<file path="src/inc/an_np_pkg.sv">
/*
 * Package for the auto-negotiation next-page register bank: register
 * indices, field positions, reset values and the carrier structs.
 * Assumes a 16-bit management register port with 5-bit register index.
 */
package an_np_pkg;

    // Register indices on the management port.
    localparam logic [4:0] IDX_PARTNER_BASE = 5'h05;
    localparam logic [4:0] IDX_EXPANSION = 5'h06;
    localparam logic [4:0] IDX_NP_TRANSMIT = 5'h07;
    localparam logic [4:0] IDX_NP_RECEIVE = 5'h08;

    // Expansion field positions.
    localparam int EXP_LOC_ABLE = 6;
    localparam int EXP_LOC_SEL = 5;
    localparam int EXP_PD_FAULT = 4;
    localparam int EXP_LP_NP_ABLE = 3;
    localparam int EXP_NP_ABLE = 2;
    localparam int EXP_PAGE_RX = 1;
    localparam int EXP_LP_AN_ABLE = 0;

    // Page word field positions.
    localparam int NP_NEXT = 15;
    localparam int NP_ACK = 14;
    localparam int NP_MSG = 13;
    localparam int NP_ACK2 = 12;
    localparam int NP_TOGGLE = 11;
    localparam int NP_CODE_MSB = 10;

    // Reset values; the transmit value carries message page and code 1.
    localparam logic [15:0] TX_RESET = 16'h2001;
    localparam logic [15:0] RX_RESET = 16'h0000;
    localparam logic [15:0] BASE_RESET = 16'h0000;
    localparam logic [15:0] TX_WRITE_MASK = 16'hB7FF;
    localparam logic [15:0] RSVD_ZERO = 16'h0000;

    // Management access request.
    typedef struct packed {
        logic rd;
        logic wr;
        logic [4:0] idx;
        logic [15:0] wdata;
    } mgmt_req_s;

    // Events and levels from the negotiation engine.
    typedef struct packed {
        logic page_rx;
        logic [15:0] page;
        logic is_base;
        logic pd_fault;
        logic lp_an_able;
        logic page_sent;
    } an_event_s;

endpackage : an_np_pkg

</file>
<file path="src/rtl/autoneg_next_page_regs.sv">
/*
 * Auto-negotiation expansion, next-page transmit and next-page receive
 * registers, plus the partner base-page register store.
 * Assumes a synchronous single-cycle management port and an engine that
 * reports received pages and sent pages as one-cycle pulses.
 */
`timescale 1ns/100ps
module autoneg_next_page_regs (
    input wire logic I_CLOCK,                 // 50 MHz clock.
    input wire logic I_SRST,                  // Synchronous reset, high.
    input wire an_np_pkg::mgmt_req_s I_REQ,   // Management request.
    input wire an_np_pkg::an_event_s I_EVT,   // Engine events.
    output logic [15:0] O_RDATA,              // Read data, registered.
    output logic O_RVALID,                    // Read data valid pulse.
    output logic [15:0] O_TX_PAGE             // Page word to send.
);
    // Register state, its next values and the assembled expansion word.
    logic [15:0] tx_word;
    logic [15:0] rx_word;
    logic [15:0] base_word;
    logic lp_an_able;
    logic toggle;
    logic [15:0] next_tx_word;
    logic [15:0] next_rx_word;
    logic [15:0] next_base_word;
    logic next_lp_an_able;
    logic next_toggle;
    logic [15:0] next_rdata;
    logic next_rvalid;
    logic pd_flag;
    logic prx_flag;
    logic exp_read;
    logic [15:0] exp_word;

    // Any expansion read, whatever its answer, clears the latched flags.
    assign exp_read = I_REQ.rd && (I_REQ.idx == an_np_pkg::IDX_EXPANSION);

    // Latch-high flags; a present cause re-sets the flag over the clear.
    latch_high_flag u_pd_fault (
        .i_clk(I_CLOCK),
        .i_srst(I_SRST),
        .i_event(I_EVT.pd_fault),
        .i_read(exp_read),
        .o_flag(pd_flag)
    );
    latch_high_flag u_page_rx (
        .i_clk(I_CLOCK),
        .i_srst(I_SRST),
        .i_event(I_EVT.page_rx),
        .i_read(exp_read),
        .o_flag(prx_flag)
    );

    // Expansion word assembled from constants and live state.
    always_comb begin
        exp_word = an_np_pkg::RSVD_ZERO;
        exp_word[an_np_pkg::EXP_LOC_ABLE] = 1'b1;
        exp_word[an_np_pkg::EXP_LOC_SEL] = 1'b1;
        exp_word[an_np_pkg::EXP_PD_FAULT] = pd_flag;
        exp_word[an_np_pkg::EXP_LP_NP_ABLE] =
            base_word[an_np_pkg::NP_NEXT];
        exp_word[an_np_pkg::EXP_NP_ABLE] = 1'b1;
        exp_word[an_np_pkg::EXP_PAGE_RX] = prx_flag;
        exp_word[an_np_pkg::EXP_LP_AN_ABLE] = lp_an_able;
    end

    // Page stores. Because bit 5 is fixed at 1, next pages only ever go
    // to the receive register and the base page store keeps base pages.
    always_comb begin
        next_tx_word = tx_word;
        next_rx_word = rx_word;
        next_base_word = base_word;
        next_lp_an_able = lp_an_able || I_EVT.lp_an_able;
        next_toggle = toggle;
        if (I_REQ.wr && (I_REQ.idx == an_np_pkg::IDX_NP_TRANSMIT)) begin
            next_tx_word = I_REQ.wdata & an_np_pkg::TX_WRITE_MASK;
        end
        if (I_EVT.page_rx && I_EVT.is_base) begin
            next_base_word = I_EVT.page;
        end
        if (I_EVT.page_rx && !I_EVT.is_base) begin
            next_rx_word = I_EVT.page;
            next_rx_word[an_np_pkg::NP_ACK] = 1'b1;
        end
        if (I_EVT.page_sent) begin
            next_toggle = ~O_TX_PAGE[an_np_pkg::NP_TOGGLE];
        end
    end

    // Register the page stores; partner ability drops only on reset.
    always_ff @(posedge I_CLOCK) begin
        if (I_SRST) begin
            tx_word <= an_np_pkg::TX_RESET;
            rx_word <= an_np_pkg::RX_RESET;
            base_word <= an_np_pkg::BASE_RESET;
            lp_an_able <= 1'b0;
            toggle <= 1'b0;
        end else begin
            tx_word <= next_tx_word;
            rx_word <= next_rx_word;
            base_word <= next_base_word;
            lp_an_able <= next_lp_an_able;
            toggle <= next_toggle;
        end
    end

    // Read mux; writes to read-only registers are ignored silently.
    always_comb begin
        next_rvalid = I_REQ.rd;
        next_rdata = an_np_pkg::RSVD_ZERO;
        if (I_REQ.rd) begin
            unique case (I_REQ.idx)
                an_np_pkg::IDX_PARTNER_BASE: next_rdata = base_word;
                an_np_pkg::IDX_EXPANSION: next_rdata = exp_word;
                an_np_pkg::IDX_NP_TRANSMIT: begin
                    next_rdata = tx_word;
                    next_rdata[an_np_pkg::NP_TOGGLE] = toggle;
                end
                an_np_pkg::IDX_NP_RECEIVE: next_rdata = rx_word;
                default: next_rdata = an_np_pkg::RSVD_ZERO;
            endcase
        end
    end

    // Outputs come straight from flip-flops.
    always_ff @(posedge I_CLOCK) begin
        if (I_SRST) begin
            O_RDATA <= an_np_pkg::RSVD_ZERO;
            O_RVALID <= 1'b0;
            O_TX_PAGE <= an_np_pkg::TX_RESET;
        end else begin
            O_RDATA <= next_rdata;
            O_RVALID <= next_rvalid;
            O_TX_PAGE <= {next_tx_word[15:12], next_toggle,
                          next_tx_word[10:0]};
        end
    end

    // Expansion read data: reserved zeros above bit 6, fixed ones in
    // bits 6, 5 and 2, so software can rely on the layout.
    a_exp_const: assert property (
        @(posedge I_CLOCK) disable iff (I_SRST)
        exp_read |=> O_RDATA[15:5] == 11'h003)
        else $error("expansion constant bits wrong");
    a_exp_loc_able: assert property (
        @(posedge I_CLOCK) disable iff (I_SRST)
        exp_read |=> O_RDATA[an_np_pkg::EXP_LOC_ABLE])
        else $error("storage location able bit not set");
    a_exp_loc_sel: assert property (
        @(posedge I_CLOCK) disable iff (I_SRST)
        exp_read |=> O_RDATA[an_np_pkg::EXP_LOC_SEL])
        else $error("storage location bit not set");
    a_exp_np_able: assert property (
        @(posedge I_CLOCK) disable iff (I_SRST)
        exp_read |=> O_RDATA[an_np_pkg::EXP_NP_ABLE])
        else $error("local next page bit not set");

    // Latch-high flags: an event shows on the next read, a flag holds
    // until read, and a read with no cause pending clears it.
    a_pd_seen: assert property (
        @(posedge I_CLOCK) disable iff (I_SRST)
        I_EVT.pd_fault ##1 exp_read |=> O_RDATA[4])
        else $error("fault flag lost");
    a_prx_seen: assert property (
        @(posedge I_CLOCK) disable iff (I_SRST)
        I_EVT.page_rx ##1 exp_read |=> O_RDATA[1])
        else $error("page received flag lost");
    a_pd_live: assert property (
        @(posedge I_CLOCK) disable iff (I_SRST)
        exp_read |=> O_RDATA[4] == $past(pd_flag))
        else $error("fault flag not on read path");
    a_prx_live: assert property (
        @(posedge I_CLOCK) disable iff (I_SRST)
        exp_read |=> O_RDATA[1] == $past(prx_flag))
        else $error("page flag not on read path");
    a_pd_hold: assert property (
        @(posedge I_CLOCK) disable iff (I_SRST)
        pd_flag && !exp_read |=> pd_flag)
        else $error("fault flag dropped without a read");
    a_prx_hold: assert property (
        @(posedge I_CLOCK) disable iff (I_SRST)
        prx_flag && !exp_read |=> prx_flag)
        else $error("page flag dropped without a read");
    a_prx_clear: assert property (
        @(posedge I_CLOCK) disable iff (I_SRST)
        exp_read && !I_EVT.page_rx ##1 exp_read && !I_EVT.page_rx
        |=> !O_RDATA[1])
        else $error("flag not cleared by read");
    a_pd_clear: assert property (
        @(posedge I_CLOCK) disable iff (I_SRST)
        exp_read && !I_EVT.pd_fault ##1 exp_read |=> !O_RDATA[4])
        else $error("fault flag not cleared by read");

    // Partner abilities: next-page ability follows the stored base page,
    // negotiation ability stays set once seen until the next reset.
    a_lp_np: assert property (
        @(posedge I_CLOCK) disable iff (I_SRST)
        exp_read |=> O_RDATA[3] == $past(base_word[15]))
        else $error("partner next page ability wrong");
    a_lp_an: assert property (
        @(posedge I_CLOCK) disable iff (I_SRST)
        I_EVT.lp_an_able ##1 exp_read |=> O_RDATA[0])
        else $error("partner ability not shown");
    a_lp_an_sticky: assert property (
        @(posedge I_CLOCK) disable iff (I_SRST)
        lp_an_able |=> lp_an_able)
        else $error("partner ability dropped");

    // Page stores: each kind of page lands in its own register only, the
    // acknowledge bit rises with the first stored next page and stays.
    a_rx_ack: assert property (
        @(posedge I_CLOCK) disable iff (I_SRST)
        I_EVT.page_rx && !I_EVT.is_base |=> rx_word[14])
        else $error("receive acknowledge not set");
    a_rx_ack_hold: assert property (
        @(posedge I_CLOCK) disable iff (I_SRST)
        rx_word[an_np_pkg::NP_ACK] |=> rx_word[an_np_pkg::NP_ACK])
        else $error("receive acknowledge dropped");
    a_rx_store: assert property (
        @(posedge I_CLOCK) disable iff (I_SRST)
        I_EVT.page_rx && !I_EVT.is_base
        |=> rx_word[13:0] == $past(I_EVT.page[13:0]))
        else $error("receive page not stored");
    a_rx_stable: assert property (
        @(posedge I_CLOCK) disable iff (I_SRST)
        !(I_EVT.page_rx && !I_EVT.is_base) |=> $stable(rx_word))
        else $error("receive word changed without a next page");
    a_base_stable: assert property (
        @(posedge I_CLOCK) disable iff (I_SRST)
        !(I_EVT.page_rx && I_EVT.is_base) |=> $stable(base_word))
        else $error("base page store changed without a base page");
    a_rx_read: assert property (
        @(posedge I_CLOCK) disable iff (I_SRST)
        I_REQ.rd && I_REQ.idx == an_np_pkg::IDX_NP_RECEIVE
        |=> O_RDATA == $past(rx_word))
        else $error("receive word not on read path");
    a_base_read: assert property (
        @(posedge I_CLOCK) disable iff (I_SRST)
        I_REQ.rd && I_REQ.idx == an_np_pkg::IDX_PARTNER_BASE
        |=> O_RDATA == $past(base_word))
        else $error("base page not on read path");

    // Transmit word: writes land masked, bit 14 never shows, the word
    // holds between writes, and the toggle flips once per sent page.
    a_tx_write: assert property (
        @(posedge I_CLOCK) disable iff (I_SRST)
        I_REQ.wr && I_REQ.idx == an_np_pkg::IDX_NP_TRANSMIT
        |=> O_TX_PAGE[10:0] == $past(I_REQ.wdata[10:0])
            && !O_TX_PAGE[14])
        else $error("transmit word write lost");
    a_tx_flags: assert property (
        @(posedge I_CLOCK) disable iff (I_SRST)
        I_REQ.wr && I_REQ.idx == an_np_pkg::IDX_NP_TRANSMIT
        |=> O_TX_PAGE[15] == $past(I_REQ.wdata[15])
            && O_TX_PAGE[13:12] == $past(I_REQ.wdata[13:12]))
        else $error("transmit flag bits not written");
    a_tx_rsvd: assert property (
        @(posedge I_CLOCK) disable iff (I_SRST)
        !O_TX_PAGE[an_np_pkg::NP_ACK])
        else $error("transmit reserved bit set");
    a_tx_hold: assert property (
        @(posedge I_CLOCK) disable iff (I_SRST)
        !(I_REQ.wr && I_REQ.idx == an_np_pkg::IDX_NP_TRANSMIT)
            && !I_EVT.page_sent |=> $stable(O_TX_PAGE))
        else $error("transmit word changed on its own");
    a_toggle_flip: assert property (
        @(posedge I_CLOCK) disable iff (I_SRST)
        I_EVT.page_sent |=> O_TX_PAGE[11] != $past(O_TX_PAGE[11]))
        else $error("toggle did not invert");
    a_toggle_hold: assert property (
        @(posedge I_CLOCK) disable iff (I_SRST)
        !I_EVT.page_sent |=> $stable(toggle))
        else $error("toggle changed without a sent page");
    a_tx_read: assert property (
        @(posedge I_CLOCK) disable iff (I_SRST)
        I_REQ.rd && !I_REQ.wr && !I_EVT.page_sent
            && I_REQ.idx == an_np_pkg::IDX_NP_TRANSMIT
        |=> O_RDATA == O_TX_PAGE)
        else $error("transmit read differs from sent word");

    // Main scenarios: reads, next pages, sent pages, a set racing a
    // clear, and a parallel detection fault.
    c_exp_read: cover property (@(posedge I_CLOCK) exp_read);
    c_np_rx: cover property (@(posedge I_CLOCK)
        I_EVT.page_rx && !I_EVT.is_base);
    c_tx_sent: cover property (@(posedge I_CLOCK) I_EVT.page_sent);
    c_set_clear: cover property (@(posedge I_CLOCK)
        exp_read && I_EVT.page_rx);
    c_pd_fault: cover property (@(posedge I_CLOCK) I_EVT.pd_fault);
endmodule : autoneg_next_page_regs

</file>
<file path="src/rtl/latch_high_flag.sv">
/*
 * One latch-high status flag with clear-on-read.
 * Assumes the read strobe is one cycle per register read.
 */
`timescale 1ns/100ps
module latch_high_flag (
    input wire logic i_clk,   // Clock.
    input wire logic i_srst,  // Synchronous reset, active high.
    input wire logic i_event, // Causing condition, level or pulse.
    input wire logic i_read,  // Register read strobe.
    output logic o_flag       // Latched flag.
);
    logic next_flag;

    // A set wins over the read clear so no event is lost.
    always_comb begin
        next_flag = o_flag;
        if (i_read) begin
            next_flag = 1'b0;
        end
        if (i_event) begin
            next_flag = 1'b1;
        end
    end

    // Register only.
    always_ff @(posedge i_clk) begin
        if (i_srst) begin
            o_flag <= 1'b0;
        end else begin
            o_flag <= next_flag;
        end
    end

    // A cause in the read cycle must leave the flag set afterwards.
    a_set_wins: assert property (@(posedge i_clk) disable iff (i_srst)
        i_event |=> o_flag) else $error("flag missed an event");
endmodule : latch_high_flag

</file>
<file path="config.mk">
export PLATFORM = sky130hd
export DESIGN_NAME = autoneg_next_page_regs
export DESIGN_NICKNAME = d
export VERILOG_FILES = /design/src/inc/an_np_pkg.sv /design/src/rtl/autoneg_next_page_regs.sv /design/src/rtl/latch_high_flag.sv
export SDC_FILE = /design/constraint.sdc
export NUM_CORES = 1
export LEC_CHECK = 0
export BUFFER_PORTS_ARGS = -buffer_cell sky130_fd_sc_hd__buf_2
export CAP_MARGIN = 10
export CORE_UTILIZATION = 54
export DETAILED_ROUTE_END_ITERATION = 16
export PLACE_DENSITY = 0.85
export SETUP_SLACK_MARGIN = 0.05
export SYNTH_ARGS = -nofsm -noshare
export SYNTH_HDL_FRONTEND = slang
export SYNTH_SLANG_ARGS = --single-unit
</file>
<file path="constraint.sdc">
create_clock -name I_CLOCK -period 4.65 [get_ports I_CLOCK]
set_input_delay 1.395 -clock I_CLOCK [delete_from_list [all_inputs] [get_ports I_CLOCK]]
set_output_delay 1.395 -clock I_CLOCK [all_outputs]
set_load 0.005 [all_outputs]
</file>
==> results.json, run 1 <==
{
  "synthTopCellsByArea": "dfxtp_1 (51%), nand2_1 (11%), a21oi_1 (7.2%), mux2i_1 (4.6%), a22oi_1 (4.0%)",
  "via_per_inst": 5.45,
  "rr_worst_depth": 3,
  "synth-edff-count": 0,
  "cp.required_ns": 4.87,
  "n_fill_cell": 388,
  "yosysSeqAreaShare_pct": 51.0,
  "power.leakage_uw": 0.00127,
  "hold_violations": 0,
  "fmaxAchievable_mhz": 367,
  "synthFlopType": "dfxtp_1",
  "routedWlPerCell_um": 14.0,
  "drive_above_1_share_pct": 29.0,
  "syn_area_um2": 2630,
  "path_clk_slew_ns": 0.07,
  "core_um2": 4690,
  "finalSetupTns_ns": 0,
  "start_util_pct": 56.1,
  "power_density_nw_per_um2": 355,
  "cts_root_buf": "clkbuf_8",
  "multi_input_area_um2": 1160,
  "final_nets": 407,
  "numCtsBuffers": 9,
  "synth-async-reset-ratio_pct": 0,
  "num_vias": 2291,
  "grt_pass1_wl_um": 9280,
  "drcViolationCount": 0,
  "antenna_cells": 0,
  "cts_setup_buffers": 0,
  "cp.arrival_ns": 2.94,
  "yosysWarningCount": 0,
  "top_layer_used": "met4",
  "routed_wl_um": 5870,
  "cts_tree": "done",
  "setup_viol": 0,
  "initialDrtViolationCount": 171,
  "htreeDepth": 3,
  "hold_buffers": 0,
  "ioPinCount": 79,
  "synth_top_area_share_pct": 51.0,
  "synthCells": 297,
  "drtPass1Iterations": 6,
  "met3_length_um": 413,
  "vdd_drop_max_mv": 0.178,
  "clock_path_buffers": 2,
  "dieHeight_um": 71.8,
  "crit_type": "in2reg",
  "syn2layout_area_growth_pct": 18.9,
  "clock_latency_ns": 0.33,
  "antenna_left": 0,
  "dp_slack_ns": 1.60,
  "setup_slack_ns": 1.93,
  "portBuffers": 75,
  "rsz0062_at_grt": "false",
  "path_max_fanout": 16,
  "slew_viol_final": 0,
  "tightest_slew_ns": 1.08,
  "finalCritPeriodShare_pct": 58.6,
  "whs_path_depth": 2,
  "fp.dieW_um": 71.8,
  "yosysMostFrequentCell": "nand2_1",
  "m1WireLength_um": 2770,
  "post_cts_resized": 0,
  "post_synth.cell_area_avg_um2": 8.86,
  "grt.overflow.total": 0,
  "dr_wl_met2_um": 2600,
  "outcome": "completed",
  "finalCriticalPeriod_ns": 2.72,
  "worst_setup_path_end_kind": "flop",
  "track_usage_pct": 23.6,
  "drv_cap": 0,
  "syn-num-nets": 343,
  "yosysUniqueCellTypes": 33,
  "hold_path_class": "reg2reg",
  "clock-sinks": 67,
  "slew_headroom_pct": 27.6,
  "gp_congestion": 0.820,
  "dpl.hpwl_um": 3980,
  "antenna_found_initial": 0,
  "seq_area_um2": 1340,
  "yosysTopAreaCell": "dfxtp_1",
  "die-area_um2": 5160,
  "yosys-top-cells-count": "nand2_1 (78), dfxtp_1 (67), a21oi_1 (38)",
  "cp-start-kind": "input port",
  "skew_ns": 0.00600,
  "grt_pass1_vias": 1988,
  "whs_ns": 0.460,
  "grt_max_degree": 52,
  "ys_seq_elements": 67,
  "num_rows": 25
}
-- layer usage --
metal	GRT usage, %	vias up
li1	-	1127
met1	32.3	1036
met2	35.8	116
met3	5.77	12
met4	9.80	0
met5	0	-
-- flip-flops by register name, indices dropped and copies added (netlist names) --
| register | count |
|---|---|
| u_page_rx.o_flag | 1 |
| base_word | 16 |
| lp_an_able | 1 |
| O_RDATA | 16 |
| O_RVALID | 1 |
| tx_word | 14 |
| rx_word | 16 |
| O_TX_PAGE | 1 |
| u_pd_fault.o_flag | 1 |
-- cell type report --
type                       instances  area share (%)
clock buffer                      12            4.96
tap                               54            2.16
timing repair buffer              75            12.0
clock inverter                     4           0.800
sequential                        67            42.9
multi-input combinational        208            37.2
-- cell usage in the layout, fill, tap and decap left out, drive strengths merged, types with 2 or more instances in the layout --
cell type	n
a211o	2
a21o	3
a21oi	47
a22o	3
a22oi	14
and2	2
buf	75
clkbuf	12
clkinv	2
clkinvlp	2
dfxtp	67
mux2i	12
nand2	78
nand2b	2
nand4	2
nor2	22
nor2b	7
nor3	2
-- kinds of logic after synthesis --
logic type	after synthesis	share of synthesized area, %
simple gates	121	21.2
compound gates	73	18.1
flops	67	51.0
buf+inv	22	4.80
mux	12	4.56
xor+xnor	1	0.333
other cells	1	0.142
-- where the power goes --
part           leakage (uW)  switching, uW  internal (uW)
sequential         0.000545           9.92            591
combinational      0.000635           48.4           33.5
clock             0.0000884            208            221
-- path summary, 6_finish.rpt --
path / start / endpoint / slack (ns)
max: I_REQ[19] / tx_word[0] / 1.93
min: rx_word[2] / rx_word[2] / 0.46
max reg2reg: base_word[5] / O_RDATA[5] / 3.73
min reg2reg: rx_word[2] / rx_word[2] / 0.46
-- critical path, cell delays in order --
cell     delay [ns]
buf_2          0.12
and2b_1        0.22
and4_1         0.78
nor2b_1        0.13
a211o_1        0.30
-- through the flow --
stage	power [uW]	utilization, %	instances	cell area (um2)
6_report	1110	66.7	420	3130
5_1_grt	1150	66.7	420	3130
4_1_cts	1120	66.7	420	3130
3_5_place_dp	694	62.9	404	2950
3_3_place_gp	692	62.9	404	2950
2_1_floorplan	663	-	297	2630
Power figures use the tool's default switching activity.
==> inputs of run 2 (changes only) <==
Settings changed: CORE_UTILIZATION 54 to 51, PLACE_DENSITY 0.85 to 0.81.
Clock period 4.65 ns to 2.63 ns, I/O delays scaled along.
==> run 2 against run 1 <==
  * Critical path depth rose by 1
  * Routed wire length rose by 5.2%
  * Non-clock buffer count rose by 7
  * Worst hold slack got worse by 0.0029 ns
  * Critical endpoint is now tx_word[13]
  * Largest power group unchanged
  * Highest routed layer unchanged
==> results.json, run 2 (synthesized netlist as in run 1, its figures left out) <==
{
  "outcome": "completed",
  "cts_tree": "done",
  "fmaxAchievable_mhz": 548,
  "path_clk_slew_ns": 0.07,
  "tightest_slew_ns": 0.606,
  "worst-path-buf-inv": 2,
  "clock_latency_ns": 0.34,
  "setup_viol": 0,
  "cp.arrival_ns": 2.05,
  "vdd_drop_max_mv": 0.355,
  "r2r_setup_slack_ns": 1.70,
  "grt_pass1_vias": 2015,
  "drive_above_1_share_pct": 29.8,
  "routed_wl_um": 6180,
  "cts_root_buf": "clkbuf_8",
  "worst-path-stages": 6,
  "ioPinCount": 79,
  "clock-sinks": 67,
  "dpl.hpwl_um": 4260,
  "antenna_found_initial": 0,
  "dieHeight_um": 73.8,
  "post_cts_resized": 0,
  "htreeDepth": 3,
  "drcViolationCount": 0,
  "num_vias": 2280,
  "finalCritPeriodShare_pct": 69.4,
  "final_nets": 414,
  "initialDrtViolationCount": 139,
  "hold_path_class": "reg2reg",
  "core_um2": 4850,
  "drtPass1Iterations": 5,
  "grt_max_degree": 51,
  "cts_setup_buffers": 0,
  "hold_violations": 0,
  "path_max_fanout": 12,
  "antenna_left": 0,
  "cp-start-kind": "input port",
  "clock_path_buffers": 2,
  "power.leakage_uw": 0.00132,
  "layout_common_cells": "nand2_1 (78), buf_2 (75), dfxtp_1 (67)",
  "final_common_cell": "nand2_1",
  "portBuffers": 75,
  "cp.required_ns": 2.86,
  "gp_congestion": 0.811,
  "start_util_pct": 54.3,
  "via_per_inst": 5.19,
  "drv_cap": 0,
  "track_usage_pct": 23.5,
  "die-area_um2": 5450,
  "routedWlPerCell_um": 14.1,
  "slew_headroom_pct": 59.6,
  "rr_worst_depth": 3,
  "fp.dieW_um": 73.8,
  "grt_pass1_wl_um": 9460,
  "largestRegisters": "O_RDATA: 16 flops, base_word: 16 flops, rx_word: 16 flops",
  "rsz0062_at_grt": "false",
  "slowest_delay_ns": 0.40,
  "crit_type": "in2reg",
  "slowest_stage": "and4_1",
  "hold_buffers": 0,
  "whs_path_depth": 2,
  "path_cells": "buf_2 > and2b_1 > and4_1 > buf_12 > nor2b_1 > a211o_1",
  "cp_top_family": "simple AND/OR/NAND/NOR gates",
  "num_rows": 25,
  "antenna_cells": 0,
  "finalSetupTns_ns": 0,
  "syn2layout_area_growth_pct": 22.5,
  "skew_ns": 0.00496,
  "numCtsBuffers": 9,
  "grt.overflow.total": 0,
  "power_density_nw_per_um2": 639,
  "slew_viol_final": 0,
  "finalInstanceArea_um2": 3220,
  "finalCriticalPeriod_ns": 1.83,
  "post-route-util_pct": 66.5,
  "worst_setup_path_end_kind": "flop",
  "placed_cell_area_um2": 3030
}
-- run 2: cell types whose count changed in the layout (fill, tap and decap cells not counted) --
| cell | previous run | this run |
|---|---|---|
| clkinvlp_4 | 2 | 0 |
| buf_12 | 0 | 1 |
| buf_4 | 0 | 6 |
| clkbuf_1 | 1 | 2 |
| clkinv_2 | 2 | 1 |
| bufinv_16 | 0 | 1 |
-- run 2: path summary, 6_finish.rpt --
check,to,from
max reg2reg,O_RDATA[2],base_word[2]
max,tx_word[13],I_REQ[19]
min reg2reg,base_word[0],base_word[0]
min,base_word[0],base_word[0]
-- run 2: layout make-up --
cell class | count | area [um2]
clock buffers | 13 | 159
well taps | 67 | 83.8
repair buffers | 82 | 440
clock inverters | 2 | 35.0
multi-input cells | 208 | 1160
flip-flops and latches | 67 | 1340
fillers | 395 | 1620
-- run 2: per-layer routing --
layer	GRT usage [%]	vias up	wire [um]
met3	6.58	8	411
li1	-	1144	-
met2	35.1	88	2780
met5	0	-	0
met1	32.4	1040	2910
met4	8.55	0	78
-- run 2: worst min-delay path, stage by stage, from the launching register on --
cell and delay (ns):
dfxtp_1 0.31, nand2_1 0.05, a21oi_1 0.05
-- run 2: stage by stage --
stage | instances | power (uW) | hold WS, ns | setup WS, ns
final | 439 | 2060 | 0.457 | 0.804
after global routing | 439 | 2130 | 0.472 | 0.750
after CTS | 439 | 2070 | 0.456 | 0.819
after detailed placement | 424 | 1240 | 0.447 | 0.466
after global placement | 424 | 1230 | 0.443 | 0.505
after floorplan | 297 | 1170 | 0.431 | 0.717
-- run 2: where the power goes --
group          internal, uW  switching, uW  leakage [uW]
combinational          63.7           87.5      0.000674
sequential             1050           18.4      0.000545
clock                   484            363     0.0000995
total                  1590            469       0.00132
